--- src/hw/tcg_pkg.sv ---
// Shared constants for the timer clock gate and soft reset block.
// Assumes a 32-bit AHB-Lite register bus and one 100 MHz system clock.
package tcg_pkg;

   // Register byte addresses.
   localparam logic [31:0] TMR1_GATE_OFS = 32'h0000_0098;
   localparam logic [31:0] TMR1_SRST_OFS = 32'h0000_009C;
   localparam logic [31:0] TMR2_GATE_OFS = 32'h0000_00A0;
   localparam logic [31:0] TMR2_SRST_OFS = 32'h0000_00A4;

   // Field positions of the clock gate register.
   localparam int RUN_ON_BIT   = 0;
   localparam int SLEEP_ON_BIT = 8;
   localparam int DEEP_ON_BIT  = 16;

   // Field positions of the soft reset register.
   localparam int SOFT_RST_BIT = 0;
   localparam int EN_FLAG_BIT  = 1;

   // Readable bits, writable except soft reset bit 1; everything else reads zero.
   localparam logic [31:0] GATE_MASK = 32'h0001_0101;
   localparam logic [31:0] SRST_MASK = 32'h0000_0003;
   localparam logic [31:0] REG_RST   = 32'h0000_0000;
   localparam logic [31:0] RD_ZERO   = 32'h0000_0000;

   // Timer reset is held during system reset.
   localparam logic TIMER_RST_INIT = 1'b1;

   // AHB-Lite encodings.
   localparam logic [1:0] HTRANS_IDLE = 2'h0;
   localparam logic       HRESP_OKAY  = 1'b0;
   localparam logic       HREADY_INIT = 1'b1;

   // Power mode from the system power sequencer.
   typedef enum logic [1:0] {
      TCG_MODE_RUN   = 2'b00,
      TCG_MODE_SLEEP = 2'b01,
      TCG_MODE_DEEP  = 2'b10,
      TCG_MODE_OFF   = 2'b11
   } tcg_mode_t;

endpackage : tcg_pkg

--- src/hw/tcg_timer_ctl.sv ---
// Clock gate and soft reset control for one timer instance.
// Assumes write strobes land in the bus data phase and pwr_mode is on mclk.
module tcg_timer_ctl (
   input  wire logic              mclk,
   input  wire logic              rst,
   input  wire tcg_pkg::tcg_mode_t pwr_mode,
   input  wire logic              gate_wr,
   input  wire logic              srst_wr,
   input  wire logic [31:0]       wdata,
   output wire logic [31:0]       gate_rd,
   output wire logic [31:0]       srst_rd,
   output      logic              clk_en_ff,
   output      logic              timer_rst_ff
);

   logic run_clock_on_ff;
   logic sleep_clock_on_ff;
   logic deep_sleep_clock_on_ff;
   logic block_soft_reset_ff;

   wire logic nxt_run_clock_on        = gate_wr ? wdata[tcg_pkg::RUN_ON_BIT] : run_clock_on_ff;
   wire logic nxt_sleep_clock_on      = gate_wr ? wdata[tcg_pkg::SLEEP_ON_BIT] : sleep_clock_on_ff;
   wire logic nxt_deep_sleep_clock_on = gate_wr ? wdata[tcg_pkg::DEEP_ON_BIT] : deep_sleep_clock_on_ff;
   wire logic nxt_block_soft_reset    = srst_wr ? wdata[tcg_pkg::SOFT_RST_BIT] : block_soft_reset_ff;

   // The enable is picked from the settled registers and re-timed, so a mode change
   // only ever moves it on a clock edge and never produces a runt pulse.
   wire logic nxt_clk_en = (pwr_mode == tcg_pkg::TCG_MODE_RUN)   ? run_clock_on_ff :
                           (pwr_mode == tcg_pkg::TCG_MODE_SLEEP) ? sleep_clock_on_ff :
                           (pwr_mode == tcg_pkg::TCG_MODE_DEEP)  ? deep_sleep_clock_on_ff :
                           1'b0;

   wire logic block_enabled_flag = clk_en_ff & ~block_soft_reset_ff;

   // Read back shows pending writes so a read right behind a write sees it.
   assign gate_rd = ({31'h0000_0000, nxt_run_clock_on} << tcg_pkg::RUN_ON_BIT)
                  | ({31'h0000_0000, nxt_sleep_clock_on} << tcg_pkg::SLEEP_ON_BIT)
                  | ({31'h0000_0000, nxt_deep_sleep_clock_on} << tcg_pkg::DEEP_ON_BIT);
   assign srst_rd = ({31'h0000_0000, nxt_block_soft_reset} << tcg_pkg::SOFT_RST_BIT)
                  | ({31'h0000_0000, block_enabled_flag} << tcg_pkg::EN_FLAG_BIT);

   always_ff @(posedge mclk) begin
      if (rst) begin
         run_clock_on_ff        <= 1'b0;
         sleep_clock_on_ff      <= 1'b0;
         deep_sleep_clock_on_ff <= 1'b0;
         block_soft_reset_ff    <= 1'b0;
         clk_en_ff              <= 1'b0;
         timer_rst_ff           <= tcg_pkg::TIMER_RST_INIT;
      end else begin
         run_clock_on_ff        <= nxt_run_clock_on;
         sleep_clock_on_ff      <= nxt_sleep_clock_on;
         deep_sleep_clock_on_ff <= nxt_deep_sleep_clock_on;
         block_soft_reset_ff    <= nxt_block_soft_reset;
         clk_en_ff              <= nxt_clk_en;
         timer_rst_ff           <= block_soft_reset_ff;
      end
   end
endmodule : tcg_timer_ctl

--- src/hw/tcg_top.sv ---
// Top of the timer clock gate and soft reset block with its AHB-Lite slave.
// Assumes a single AHB-Lite master, word transfers only, and pwr_mode on mclk.
// Clock outputs are enables for a downstream gate cell next to each timer.
//
// The AHB-Lite interface to the registers was chosen for this implementation.

// Functional notes
// - In deep-sleep a timer's clock runs only when its deep-sleep enable bit 16 is one.
// - In sleep a timer's clock runs only when its sleep enable bit 8 is one.
// - In run mode a timer's clock runs only when its run enable bit 0 is one.
// - Writing one to soft reset bit 0 asserts the timer reset and writing zero releases it; it resets to zero.
// - Soft reset bit 1 is a read-only flag showing whether the timer's clock and reset are enabled.
// - All other clock gate bits and soft reset bits above bit 1 read zero and ignore writes.
// - The first timer's gate register sits at 98h and its soft reset register at 9Ch, both resetting to zero.
// - The second timer's gate register sits at A0h and soft reset at A4h, identical to the first.
module tcg_top (
   input  wire logic               mclk,
   input  wire logic               rst,
   input  wire logic               hsel,
   input  wire logic [31:0]        haddr,
   input  wire logic [1:0]         htrans,
   input  wire logic               hwrite,
   input  wire logic [2:0]         hsize,
   input  wire logic [31:0]        hwdata,
   input  wire logic               hready,
   output wire logic               hreadyout,
   output wire logic [31:0]        hrdata,
   output wire logic               hresp,
   input  wire tcg_pkg::tcg_mode_t pwr_mode,
   output wire logic               timer1_clk_en,
   output wire logic               timer1_soft_rst,
   output wire logic               timer2_clk_en,
   output wire logic               timer2_soft_rst
);

   logic        hreadyout_ff;
   logic [31:0] hrdata_ff;
   logic        hresp_ff;
   logic        wr_pend_ff;
   logic [31:0] wr_addr_ff;

   wire logic [31:0] t1_gate_rd;
   wire logic [31:0] t1_srst_rd;
   wire logic [31:0] t2_gate_rd;
   wire logic [31:0] t2_srst_rd;

   // Address phase decode. Only whole-word singles are issued, so hsize is not
   // checked; a narrower access would still act on the full word.
   wire logic accept   = hsel & hready & (htrans != tcg_pkg::HTRANS_IDLE) & htrans[1];
   wire logic rd_start = accept & ~hwrite;
   wire logic wr_start = accept & hwrite;

   // Data phase write strobes, one per register.
   wire logic t1_gate_wr = wr_pend_ff & (wr_addr_ff == tcg_pkg::TMR1_GATE_OFS);
   wire logic t1_srst_wr = wr_pend_ff & (wr_addr_ff == tcg_pkg::TMR1_SRST_OFS);
   wire logic t2_gate_wr = wr_pend_ff & (wr_addr_ff == tcg_pkg::TMR2_GATE_OFS);
   wire logic t2_srst_wr = wr_pend_ff & (wr_addr_ff == tcg_pkg::TMR2_SRST_OFS);

   // Read selection; unmapped addresses read as zero with an OKAY response.
   wire logic [31:0] rd_mux =
      (haddr == tcg_pkg::TMR1_GATE_OFS) ? t1_gate_rd :
      (haddr == tcg_pkg::TMR1_SRST_OFS) ? t1_srst_rd :
      (haddr == tcg_pkg::TMR2_GATE_OFS) ? t2_gate_rd :
      (haddr == tcg_pkg::TMR2_SRST_OFS) ? t2_srst_rd :
      tcg_pkg::RD_ZERO;

   wire logic [31:0] nxt_hrdata  = rd_start ? rd_mux : tcg_pkg::RD_ZERO;
   wire logic        nxt_wr_pend = wr_start;
   wire logic [31:0] nxt_wr_addr = wr_start ? haddr : wr_addr_ff;

   assign hreadyout = hreadyout_ff;
   assign hrdata    = hrdata_ff;
   assign hresp     = hresp_ff;

   always_ff @(posedge mclk) begin
      if (rst) begin
         hreadyout_ff <= tcg_pkg::HREADY_INIT;
         hrdata_ff    <= tcg_pkg::RD_ZERO;
         hresp_ff     <= tcg_pkg::HRESP_OKAY;
         wr_pend_ff   <= 1'b0;
         wr_addr_ff   <= tcg_pkg::REG_RST;
      end else begin
         hreadyout_ff <= tcg_pkg::HREADY_INIT;
         hrdata_ff    <= nxt_hrdata;
         hresp_ff     <= tcg_pkg::HRESP_OKAY;
         wr_pend_ff   <= nxt_wr_pend;
         wr_addr_ff   <= nxt_wr_addr;
      end
   end

   // Both timers share one parameterless control slice; only the strobes differ.
   tcg_timer_ctl u_timer_instance_one (
      .mclk         (mclk),
      .rst          (rst),
      .pwr_mode     (pwr_mode),
      .gate_wr      (t1_gate_wr),
      .srst_wr      (t1_srst_wr),
      .wdata        (hwdata),
      .gate_rd      (t1_gate_rd),
      .srst_rd      (t1_srst_rd),
      .clk_en_ff    (timer1_clk_en),
      .timer_rst_ff (timer1_soft_rst)
   );

   tcg_timer_ctl u_timer_instance_two (
      .mclk         (mclk),
      .rst          (rst),
      .pwr_mode     (pwr_mode),
      .gate_wr      (t2_gate_wr),
      .srst_wr      (t2_srst_wr),
      .wdata        (hwdata),
      .gate_rd      (t2_gate_rd),
      .srst_rd      (t2_srst_rd),
      .clk_en_ff    (timer2_clk_en),
      .timer_rst_ff (timer2_soft_rst)
   );
endmodule : tcg_top

--- config.mk ---
export PLATFORM = sky130hd
export DESIGN_NAME = tcg_top
export DESIGN_NICKNAME = d
export VERILOG_FILES = /design/src/hw/tcg_pkg.sv /design/src/hw/tcg_timer_ctl.sv /design/src/hw/tcg_top.sv
export SDC_FILE = /design/constraint.sdc
export NUM_CORES = 1
export LEC_CHECK = 0
export BUFFER_PORTS_ARGS = -buffer_cell sky130_fd_sc_hd__buf_2
export CAP_MARGIN = 10
export CORE_ASPECT_RATIO = 0.6
export CORE_MARGIN = 2
export CORE_UTILIZATION = 49
export DETAILED_ROUTE_END_ITERATION = 16
export HOLD_SLACK_MARGIN = 0.15
export PLACE_DENSITY = 0.85
export SKIP_LAST_GASP = 1
export SLEW_MARGIN = 20
export SYNTH_ARGS = -nofsm -noshare
export SYNTH_HDL_FRONTEND = slang
export SYNTH_SLANG_ARGS = --single-unit
export TNS_END_PERCENT = 20
--- constraint.sdc ---
create_clock -name mclk -period 4.9 [get_ports mclk]
set_input_delay 0.245 -clock mclk [delete_from_list [all_inputs] [get_ports mclk]]
set_output_delay 0.245 -clock mclk [all_outputs]
set_load 0.01 [all_outputs]
==> results of run 1 <==
## power breakdown
part,internal [W],switching (W)
Combinational,0.0000238,0.0000413
Sequential,0.000404,0.00000469
Clock,0.000101,0.000127
## layout make-up
type,count,area [sq um],area share
multi-input combinational,216,1070,0.4316
sequential,49,980.9,0.3958
timing repair buffer,51,257.7,0.1040
clock buffer,7,76.32,0.03079
tap,60,75.07,0.03029
inverter,3,11.26,0.004543
clock inverter,1,7.507,0.003029
## synthesized netlist by cell type
| cell | instances |
|---|---|
| nor3_1 | 3 |
| nand2b_1 | 2 |
| nand2_1 | 71 |
| or4_1 | 1 |
| o21ai_0 | 1 |
| dfxtp_1 | 49 |
| o22ai_1 | 1 |
| a31oi_1 | 4 |
| mux2i_1 | 10 |
| nand4b_1 | 1 |
| nor4b_1 | 5 |
| or2_2 | 2 |
| inv_1 | 3 |
| conb_1 | 2 |
| and3_1 | 2 |
| nor3b_1 | 1 |
| and2_1 | 1 |
| nand3b_1 | 1 |
| nand3_1 | 5 |
| buf_4 | 30 |
| and4_1 | 2 |
| clkbuf_1 | 12 |
| o22a_1 | 2 |
| nor4_1 | 18 |
| nand4_1 | 2 |
| nor2_1 | 18 |
| a211oi_1 | 1 |
| a21oi_1 | 32 |
## worst max-delay path: stages, from the launching register on
cell,delay [ns]
dfxtp_1,0.33
or4_1,0.55
nor4_1,0.27
nand4b_1,0.30
mux2i_1,0.29
o22a_1,0.20
nor2_1,0.04
## worst min path at each step
stage,to,slack [ns],depth (start not counted)
after detailed placement,wr_addr_ff[6],0.44,2
after floorplan,hrdata[1],0.37,2
final,wr_addr_ff[19],0.18,3
after global placement,wr_addr_ff[6],0.44,2
after global routing,wr_addr_ff[24],0.17,3
after CTS,wr_addr_ff[19],0.17,3
## registers in the layout (all words and copies together), names as in the netlist
name / cells
wr_addr_ff: 32
hrdata: 4
u_timer_instance_one.block_soft_reset_ff: 1
u_timer_instance_one.clk_en_ff: 1
u_timer_instance_one.deep_sleep_clock_on_ff: 1
u_timer_instance_one.run_clock_on_ff: 1
u_timer_instance_one.sleep_clock_on_ff: 1
u_timer_instance_one.timer_rst_ff: 1
u_timer_instance_two.block_soft_reset_ff: 1
u_timer_instance_two.clk_en_ff: 1
u_timer_instance_two.deep_sleep_clock_on_ff: 1
u_timer_instance_two.run_clock_on_ff: 1
u_timer_instance_two.sleep_clock_on_ff: 1
u_timer_instance_two.timer_rst_ff: 1
wr_pend_ff: 1
## kinds of logic after synthesis
family | after synthesis | synth area share
buffers and inverters | 45 | 0.1264
AO/OA/AOI/OAI | 41 | 0.09944
other | 2 | 0.003372
flip-flops | 49 | 0.4404
AND/OR/NAND/NOR | 135 | 0.2854
multiplexers | 10 | 0.04495
## routing by layer
layer	track usage	routed length (um)	vias up
met3	0.05420	458	5
met2	0.2677	2053	83
met5	0	0	-
met1	0.2879	2375	838
li1	-	-	990
met4	0.05195	41	0
## stage by stage
step                hold WS, ns  total power, W  worst slack [ns]    util
finish                   0.1798       0.0007026             2.800  0.5854
global route             0.1731       0.0007378             2.625  0.5854
CTS                      0.1722       0.0007083             2.813  0.5854
detailed placement       0.4417       0.0004822             2.832  0.5656
global placement         0.4395       0.0004806             2.853  0.5656
floorplan                0.3722       0.0004704             3.140       -
==> run summary, run 1 <==
Post-DP Area = 0.002395 sq mm
CTS sink cnt = 49
ANT nets after route = 0
vias per inst = 4.951
TritonCTS clock tree = built
Pins Over Slew Limit = 0
Net count, final = 402
clk root buf = clkbuf_8
crit-path max FO = 3
TNS Setup = 0 ns
Least-Margin Pin Slew = 1.025 ns
# resized after CTS = 0
RSZ-0062 raised after global routing = false
Pre-antenna DRT Iters = 4
Final Critical Period = 2.100 ns
die height = 56.22 um
DP Wirelength = 3744 um
Lkg Pwr = 1.034 nW
IO buf count = 50
first-pass GRT wire length = 7879 um
Peak Freq = 476.3 MHz
top cell type's share of synthesized area = 0.4404
total track usage = 0.1924
final setup fails = 0
critical path capture point = hrdata[16]
Worst Skew = 0.009950 ns
final-report hold violation count = 0
Synth cell types = 28
largest net degree at the start of global routing = 47
Die W = 91.04 um
gp weighted congestion = 0.8764
diodes inserted = 0
CTS Buf Count = 5
PwrDens = 283.5 mW/mm^2
worst setup path start = wr_addr_ff[16]
initial antenna violation count = 0
Site Rows = 18
critical path required time = 5.10 ns
Reg2Reg Depth = 6
Max-slew headroom = 0.3164
drt wl/cell = 12.74 um
First DRT Iteration DRCs = 116
synth warn = 0
critical setup path kind = reg -> reg
outcome = complete, no violations
Yosys reg bits = 49
clk buf depth = 2
Starting Density = 0.5260
htree depth = 2
Clk Latency, worst-skew pair = 0.30 ns
via count = 1916
Die Area = 0.005118 sq mm
worst hold start = haddr[19]
DRC = 0
CP Launch Type = flip-flop
commonest non-fill, non-tap cell in the layout = nand2_1
filler-free cell count of the finished design = 387
vias in the first global route = 1685
layout cells sized above 1 = 0.1804
placed insts = 379
cells after synthesis = 282
synth top area cells = dfxtp_1 (44%), nand2_1 (12%), buf_4 (10%)
most frequent cells in the layout = nand2_1 (71), buf_2 (50), dfxtp_1 (49)
Final Cycle Share = 0.4285
WP data arrival = 2.30 ns
reg-to-reg critical path endpoint = hrdata[16]
FILL cells = 408
largest area contributor in the netlist = dfxtp_1
Worst VDD drop = 0.1113 mV
total gr overflow = 0
r2r setup slk = 2.80 ns
Cell Area, Synth = 0.002227 sq mm
area delta synth->final = 11.29%
sequential fraction of the synthesis area = 0.4404
endpoint class of the critical path = flip-flop
maxcap violations = 0
postcts setup bufs = 0
IO Pins = 114
Worst-path clk slew = 0.09 ns
Mapped Avg Cell Area = 7.898 sq um
WL final = 4929 um
core box area = 0.004234 sq mm
Post-CTS Hold Buffers = 0
Non-Filler Cell Area, Final = 0.002479 sq mm
worst min-delay path category = in -> reg
RR Startpoint = wr_addr_ff[16]
(Power assumes the default switching activity.)
==> run 2, diff against run 1 <==
--- a/config.mk
+++ b/config.mk
@@ -9,10 +9,10 @@
 export CAP_MARGIN = 10
 export CORE_ASPECT_RATIO = 0.6
 export CORE_MARGIN = 2
-export CORE_UTILIZATION = 49
+export CORE_UTILIZATION = 41
 export DETAILED_ROUTE_END_ITERATION = 16
 export HOLD_SLACK_MARGIN = 0.15
-export PLACE_DENSITY = 0.85
+export PLACE_DENSITY = 0.76
 export SKIP_LAST_GASP = 1
 export SLEW_MARGIN = 20
 export SYNTH_ARGS = -nofsm -noshare
==> constraint.sdc (replaced) <==
create_clock -name mclk -period 1.9 [get_ports mclk]
set_input_delay 0.095 -clock mclk [delete_from_list [all_inputs] [get_ports mclk]]
set_output_delay 0.095 -clock mclk [all_outputs]
set_load 0.01 [all_outputs]
==> run 2 against run 1 <==
Effect of this change: the run now ends with negative setup slack left; non-clock buffer count is 53 higher; sequential share of layout area is 8.0 points lower; worst setup slack worse by 2.8 ns; total power grew to 2.7 times the previous value; first-iteration DRC count is 26% higher; sequential cell count stayed put; utilization is 1.7 points higher; combinational power grew to 4.0 times the previous value; critical path depth is 3 higher; hold slack worse by 0.015 ns; count of clock-buffer cells in the layout is 2 lower; highest routed layer unchanged.
==> run summary, run 2 (synthesized netlist as in run 1, its figures left out) <==
outcome = complete, but fails checks (was complete, no violations)
failing checks = negative setup slack
largest net degree at the start of global routing = 34 (was 47)
setup ws final = -0.009689 ns (was 2.800 ns)
PwrDens = 617.5 mW/mm^2 (was 283.5 mW/mm^2)
filler-free cell count of the finished design = 446 (was 387)
CP bufs+invs = 2 (was 0)
vias per inst = 4.984 (was 4.951)
Clk Latency, worst-skew pair = 0.30 ns (about the same)
Starting Density = 0.4320 (was 0.5260)
Lkg Pwr = 1.297 nW (was 1.034 nW)
Final Cycle Share = 1.005
vias in the first global route = 1952 (was 1685)
worst setup path start = haddr[13] (was wr_addr_ff[16])
die height = 61.09 um (was 56.22 um)
Die Area = 0.006057 sq mm (was 0.005118 sq mm)
IO Pins = 114 (unchanged)
TNS Setup = -0.009689 ns (was 0 ns)
First DRT Iteration DRCs = 146 (was 116)
slowest CP cell = dlygate4sd3_1 (was or4_1)
layout cells sized above 1 = 0.2474 (was 0.1804)
clk root buf = clkbuf_8 (unchanged)
Peak Freq = 523.6 MHz
first-pass GRT wire length = 8907 um (was 7879 um)
CP Launch Type = primary input (was flip-flop)
Net count, final = 455 (was 402)
worst min-delay path category = in -> reg (unchanged)
RSZ-0062 raised after global routing = true (was false)
TritonCTS clock tree = built (unchanged)
area delta synth->final = 39.33% (was 11.29%)
crit-path max cell delay = 0.54 ns (was 0.55 ns)
maxcap violations = 0 (unchanged)
CTS sink cnt = 49 (unchanged)
final setup fails = 1 (was 0)
critical setup path kind = in -> reg (was reg -> reg)
commonest non-fill, non-tap cell in the layout = nand2_1 (unchanged)
reg-to-reg critical path endpoint = hrdata[0] (was hrdata[16])
endpoint class of the critical path = flip-flop (unchanged)
CTS Buf Count = 5 (unchanged)
critical path required time = 2.12 ns (was 5.10 ns)
Worst VDD drop = 0.2808 mV (was 0.1113 mV)
drt wl/cell = 13.78 um (was 12.74 um)
initial antenna violation count = 0 (unchanged)
core box area = 0.005155 sq mm (was 0.004234 sq mm)
Pre-antenna DRT Iters = 4 (unchanged)
Pins Over Slew Limit = 0 (unchanged)
Min-Delay Endpoint = hrdata[8] (was wr_addr_ff[19])
Site Rows = 20 (was 18)
most frequent cells in the layout = nand2_1 (71), buf_2 (50), dfxtp_1 (49) (unchanged)
crit-path leading delay family = simple AND/OR/NAND/NOR gates (unchanged)
clk buf depth = 2 (unchanged)
IO buf count = 50 (unchanged)
Worst Skew = 0.006175 ns (was 0.009950 ns)
Final Critical Period = 1.910 ns
total track usage = 0.1894 (was 0.1924)
DP Wirelength = 3980 um (was 3744 um)
htree depth = 2 (unchanged)
via count = 2223 (was 1916)
placed insts = 399 (was 379)
ANT nets after route = 0 (unchanged)
Die W = 99.15 um (was 91.04 um)
gp weighted congestion = 0.7905 (was 0.8764)
crit-path cells = dlygate4sd3_1 > buf_2 > nor4_2 > nand3_2 > nor4_4 > nand2_1 > o21ai_0 > a31oi_1 > a211oi_1 (was or4_1 > nor4_1 > nand4b_1 > mux2i_1 > o22a_1 > nor2_1)
WP data arrival = 2.13 ns (was 2.30 ns)
Hold Path Depth = 3 (unchanged)
RR Startpoint = wr_addr_ff[26] (was wr_addr_ff[16])
diodes inserted = 0 (unchanged)
r2r setup slk = -0.01 ns (was 2.80 ns)
worst hold start = hready (was haddr[19])
WL final = 6144 um (was 4929 um)
dpl ws = -0.06352 ns (was 2.832 ns)
final-report hold violation count = 0 (unchanged)
Reg2Reg Depth = 7 (was 6)
Worst-path clk slew = 0.09 ns (about the same)
largest reg by FF count = wr_addr_ff (unchanged)
max reg flops = 32 (unchanged)
DRC = 0 (unchanged)
crit-path max FO = 2 (was 3)
total gr overflow = 0 (unchanged)
run 2: cell types whose count changed in the layout (fill, tap and decap cells not counted), moves of 2 or more:
cell           change
nor4b_2            +2
nor4_2             +8
nor4_4             +3
nand3_2            +2
nor4_1            -11
clkinv_2           +2
dlygate4sd3_1     +37
clkbuf_1           -2
nor4b_1            -2
buf_4             +16
nand3_1            -2
run 2: cell type report:
class                      instances  area [sq um]
inverter                           3         11.26
clock inverter                     3         17.52
sequential                        49         980.9
timing repair buffer             104         748.2
fill                             456          2052
clock buffer                       5         68.82
tap                               66         82.58
multi-input combinational        216          1194
run 2: tightest hold or removal path: cells and delay by family:
family        cells  cell delay, ns
buf+inv           1            0.11
simple gates      2            0.23
run 2: worst max-delay path by stage:
stage / slack (ns) / end / cells after the start
after floorplan: 0.14 / hrdata[16] / 6
after global placement: -0.09 / hrdata[16] / 7
after detailed placement: -0.06 / hrdata[8] / 7
after CTS: 0.007 / hrdata[16] / 8
after global routing: -0.15 / hrdata[0] / 9
final: -0.01 / hrdata[0] / 9
run 2: through the flow:
step                cell area, sq um  total power, W  hold WS, ns    util
floorplan                       2332        0.001213       0.2222       -
global placement                2507        0.001249       0.3521  0.4864
detailed placement              2507        0.001253       0.3543  0.4864
CTS                             2974        0.001903       0.1564  0.5769
global route                    3103        0.001987       0.1614  0.6019
finish                          3103        0.001916       0.1651  0.6019
run 2: what timing repair did:
action,4_1_cts,5_1_grt
pin swaps,1,5
hold endpoints to repair,43,0
buffers inserted,0,2
gates resized for setup,2,18
hold buffers,37,0
endpoints found under the setup margin,3,4
run 2: per-layer routing:
metal | track usage | share of wire
met1 | 0.2630 | 0.45
met2 | 0.3050 | 0.46
met3 | 0.04200 | 0.080
met4 | 0.05284 | 0.013
met5 | 0 | 0
run 2: report_power, final:
part	switching (W)	total, W	internal, W
registers	0.0000119	0.00105	0.00104
clock network	0.000348	0.000603	0.000255
logic	0.000134	0.000258	0.000124
==> run 3, diff against run 2 <==
--- a/config.mk
+++ b/config.mk
@@ -5,12 +5,13 @@
 export SDC_FILE = /design/constraint.sdc
 export NUM_CORES = 1
 export LEC_CHECK = 0
-export BUFFER_PORTS_ARGS = -buffer_cell sky130_fd_sc_hd__buf_2
+export BUFFER_PORTS_ARGS = -buffer_cell sky130_fd_sc_hd__buf_4
 export CAP_MARGIN = 10
 export CORE_ASPECT_RATIO = 0.6
 export CORE_MARGIN = 2
 export CORE_UTILIZATION = 41
 export DETAILED_ROUTE_END_ITERATION = 16
+export GPL_TIMING_DRIVEN = 0
 export HOLD_SLACK_MARGIN = 0.15
 export PLACE_DENSITY = 0.76
 export SKIP_LAST_GASP = 1
==> constraint.sdc (replaced) <==
create_clock -name mclk -period 1.9 [get_ports mclk]
set_input_delay 0.285 -clock mclk [delete_from_list [all_inputs] [get_ports mclk]]
set_output_delay 0.285 -clock mclk [all_outputs]
set_load 0.01 [all_outputs]
==> run 3 against run 2 <==
Effect of this change: the flow still finishes with violations (negative setup slack); cell count is 2.2% lower; total power is 0.70% lower; clock power shrank 1%; largest cell class unchanged.
==> run summary, run 3 (synthesized netlist as in run 1, its figures left out) <==
outcome = complete, but fails checks (unchanged)
failing checks = negative setup slack (unchanged)
Final Cycle Share = 1.029 (was 1.005)
crit-path max cell delay = 0.55 ns (was 0.54 ns)
max reg flops = 32 (unchanged)
Least-Margin Pin Slew = 0.5081 ns
Min-Delay Endpoint = wr_addr_ff[19] (was hrdata[8])
Worst-path clk slew = 0.09 ns (about the same)
die height = 61.09 um (unchanged)
WL final = 5623 um (was 6144 um)
Hold Path Depth = 3 (unchanged)
filler-free cell count of the finished design = 436 (was 446)
largest reg by FF count = wr_addr_ff (unchanged)
setup ws final = -0.05536 ns (was -0.009689 ns)
clk root buf = clkbuf_8 (unchanged)
first-pass GRT wire length = 8638 um (was 8907 um)
htree depth = 2 (unchanged)
crit-path cells = or4_4 > nor4_4 > nand4b_1 > buf_6 > mux2i_2 > o22a_1 > nor2_1 (was dlygate4sd3_1 > buf_2 > nor4_2 > nand3_2 > nor4_4 > nand2_1 > o21ai_0 > a31oi_1 > a211oi_1)
commonest non-fill, non-tap cell in the layout = buf_4 (was nand2_1)
Worst Skew = 0.006028 ns (was 0.006175 ns)
Die W = 99.15 um (unchanged)
total track usage = 0.1839 (was 0.1894)
RSZ-0062 raised after global routing = true (unchanged)
endpoint class of the critical path = flip-flop (unchanged)
final setup fails = 3 (was 1)
worst hold start = haddr[19] (was hready)
Worst VDD drop = 0.2964 mV (was 0.2808 mV)
Starting Density = 0.4320 (unchanged)
Reg2Reg Depth = 7 (unchanged)
Clk Latency, worst-skew pair = 0.30 ns (about the same)
DRC = 0 (unchanged)
FILL cells = 484 (was 456)
area delta synth->final = 32.25% (was 39.33%)
largest net degree at the start of global routing = 15 (was 34)
r2r setup slk = -0.06 ns (was -0.01 ns)
Final Power = 0.001903 W (was 0.001916 W)
Die Area = 0.006057 sq mm (unchanged)
initial antenna violation count = 0 (unchanged)
placed insts = 425 (was 399)
Lkg Pwr = 1.255 nW (was 1.297 nW)
critical path required time = 2.10 ns (was 2.12 ns)
reg-to-reg critical path endpoint = hrdata[16] (was hrdata[0])
core box area = 0.005155 sq mm (unchanged)
clk buf depth = 2 (unchanged)
Pins Over Slew Limit = 0 (unchanged)
maxcap violations = 0 (unchanged)
IO buf count = 49 (was 50)
most frequent cells in the layout = buf_4 (81), nand2_1 (71), dfxtp_1 (47) (was nand2_1 (71), buf_2 (50), dfxtp_1 (49))
RR Startpoint = wr_addr_ff[19] (was wr_addr_ff[26])
Site Rows = 20 (unchanged)
WP data arrival = 2.15 ns (was 2.13 ns)
drt wl/cell = 12.90 um (was 13.78 um)
slowest CP cell = or4_4 (was dlygate4sd3_1)
Storage cell area = 983.4 sq um (was 980.9 sq um)
Max-slew headroom = 0.6612
Post-CTS Hold Buffers = 0 (was 37)
CTS Buf Count = 5 (unchanged)
layout cells sized above 1 = 0.2730 (was 0.2474)
Net count, final = 445 (was 455)
Final Critical Period = 1.955 ns (was 1.910 ns)
vias in the first global route = 1832 (was 1952)
CP Launch Type = flip-flop (was primary input)
First DRT Iteration DRCs = 134 (was 146)
diodes inserted = 0 (unchanged)
gp weighted congestion = 0.8468 (was 0.7905)
via count = 2113 (was 2223)
crit-path max FO = 3 (was 2)
Peak Freq = 511.4 MHz (was 523.6 MHz)
IO Pins = 114 (unchanged)
DP Wirelength = 4410 um (was 3980 um)
worst min-delay path category = in -> reg (unchanged)
final-report hold violation count = 0 (unchanged)
vias per inst = 4.846 (was 4.984)
CTS sink cnt = 49 (unchanged)
Multi-input gate area = 0.001121 sq mm (was 0.001194 sq mm)
critical setup path kind = reg -> reg (was in -> reg)
Pre-antenna DRT Iters = 4 (unchanged)
total gr overflow = 0 (unchanged)
ANT nets after route = 0 (unchanged)
TritonCTS clock tree = built (unchanged)
PwrDens = 646.0 mW/mm^2 (was 617.5 mW/mm^2)
[run 3: cell count changes in the layout (fill, tap and decap cells not counted), sizes merged]
cell         before  now
clkinvlp          1    0
dlygate4sd3      37    0
clkbuf            5   18
buf              67   82
[run 3: stage by stage]
stage	setup TNS (ns)	cell area, sq um	worst slack [ns]	util	hold WS, ns
final	-0.07914	2945	-0.05536	0.5714	0.2278
after global routing	-0.3578	2945	-0.1135	0.5714	0.2229
after CTS	-0.003070	2887	-0.003070	0.5600	0.2287
after detailed placement	-0.3720	2783	-0.1595	0.5398	0.4517
after global placement	-0.3819	2783	-0.1749	0.5398	0.4396
after floorplan	0	2332	0.1404	-	0.4122
[run 3: how the worst max path moves through the flow]
stage,from,to,slack [ns]
after floorplan,wr_addr_ff[16],hrdata[16],0.14
after global placement,wr_addr_ff[16],hrdata[16],-0.17
after detailed placement,wr_addr_ff[16],hrdata[16],-0.16
after CTS,wr_addr_ff[6],hrdata[0],-0.003
after global routing,wr_addr_ff[19],hrdata[16],-0.11
final,wr_addr_ff[19],hrdata[16],-0.06
[run 3: worst max-delay path: cells and delay by family (launching register included)]
family | cells | cell delay, ns
AOI/OAI and AO/OA | 1 | 0.19
buffers and inverters | 1 | 0.16
DFF | 1 | 0.35
muxes | 1 | 0.20
and+or+nand+nor | 4 | 0.96
[run 3: area by class of cell]
type,count,area share
Multi-Input combinational cell,216,0.3806
Sequential cell,49,0.3339
Timing Repair Buffer,52,0.1338
Buffer,42,0.09176
Tap cell,66,0.02804
Clock buffer,6,0.02464
Inverter,3,0.003823
Clock inverter,2,0.003398
[run 3: repair_timing]
| item | in CTS | in global routing |
|---|---|---|
| pin swaps | 3 | 6 |
| endpoints found under the setup margin | 5 | 3 |
| resized for setup | 1 | 12 |
| setup buffers | 2 | 1 |
[run 3: report_power, final]
group	switching (W)	internal [W]	leakage [nW]	total (W)
clock	0.000338	0.000256	0.0450	0.000594
combinational	0.000121	0.000131	0.812	0.000252
sequential	0.0000142	0.00104	0.398	0.00106
[run 3: metal layers]
metal / GRT usage / vias to the layer above / part of all wire
li1: - / 1079 / -
met1: 0.2719 / 947 / 0.50
met2: 0.2741 / 82 / 0.42
met3: 0.03973 / 5 / 0.077
met4: 0.05284 / 0 / 0.0091
met5: 0 / - / 0
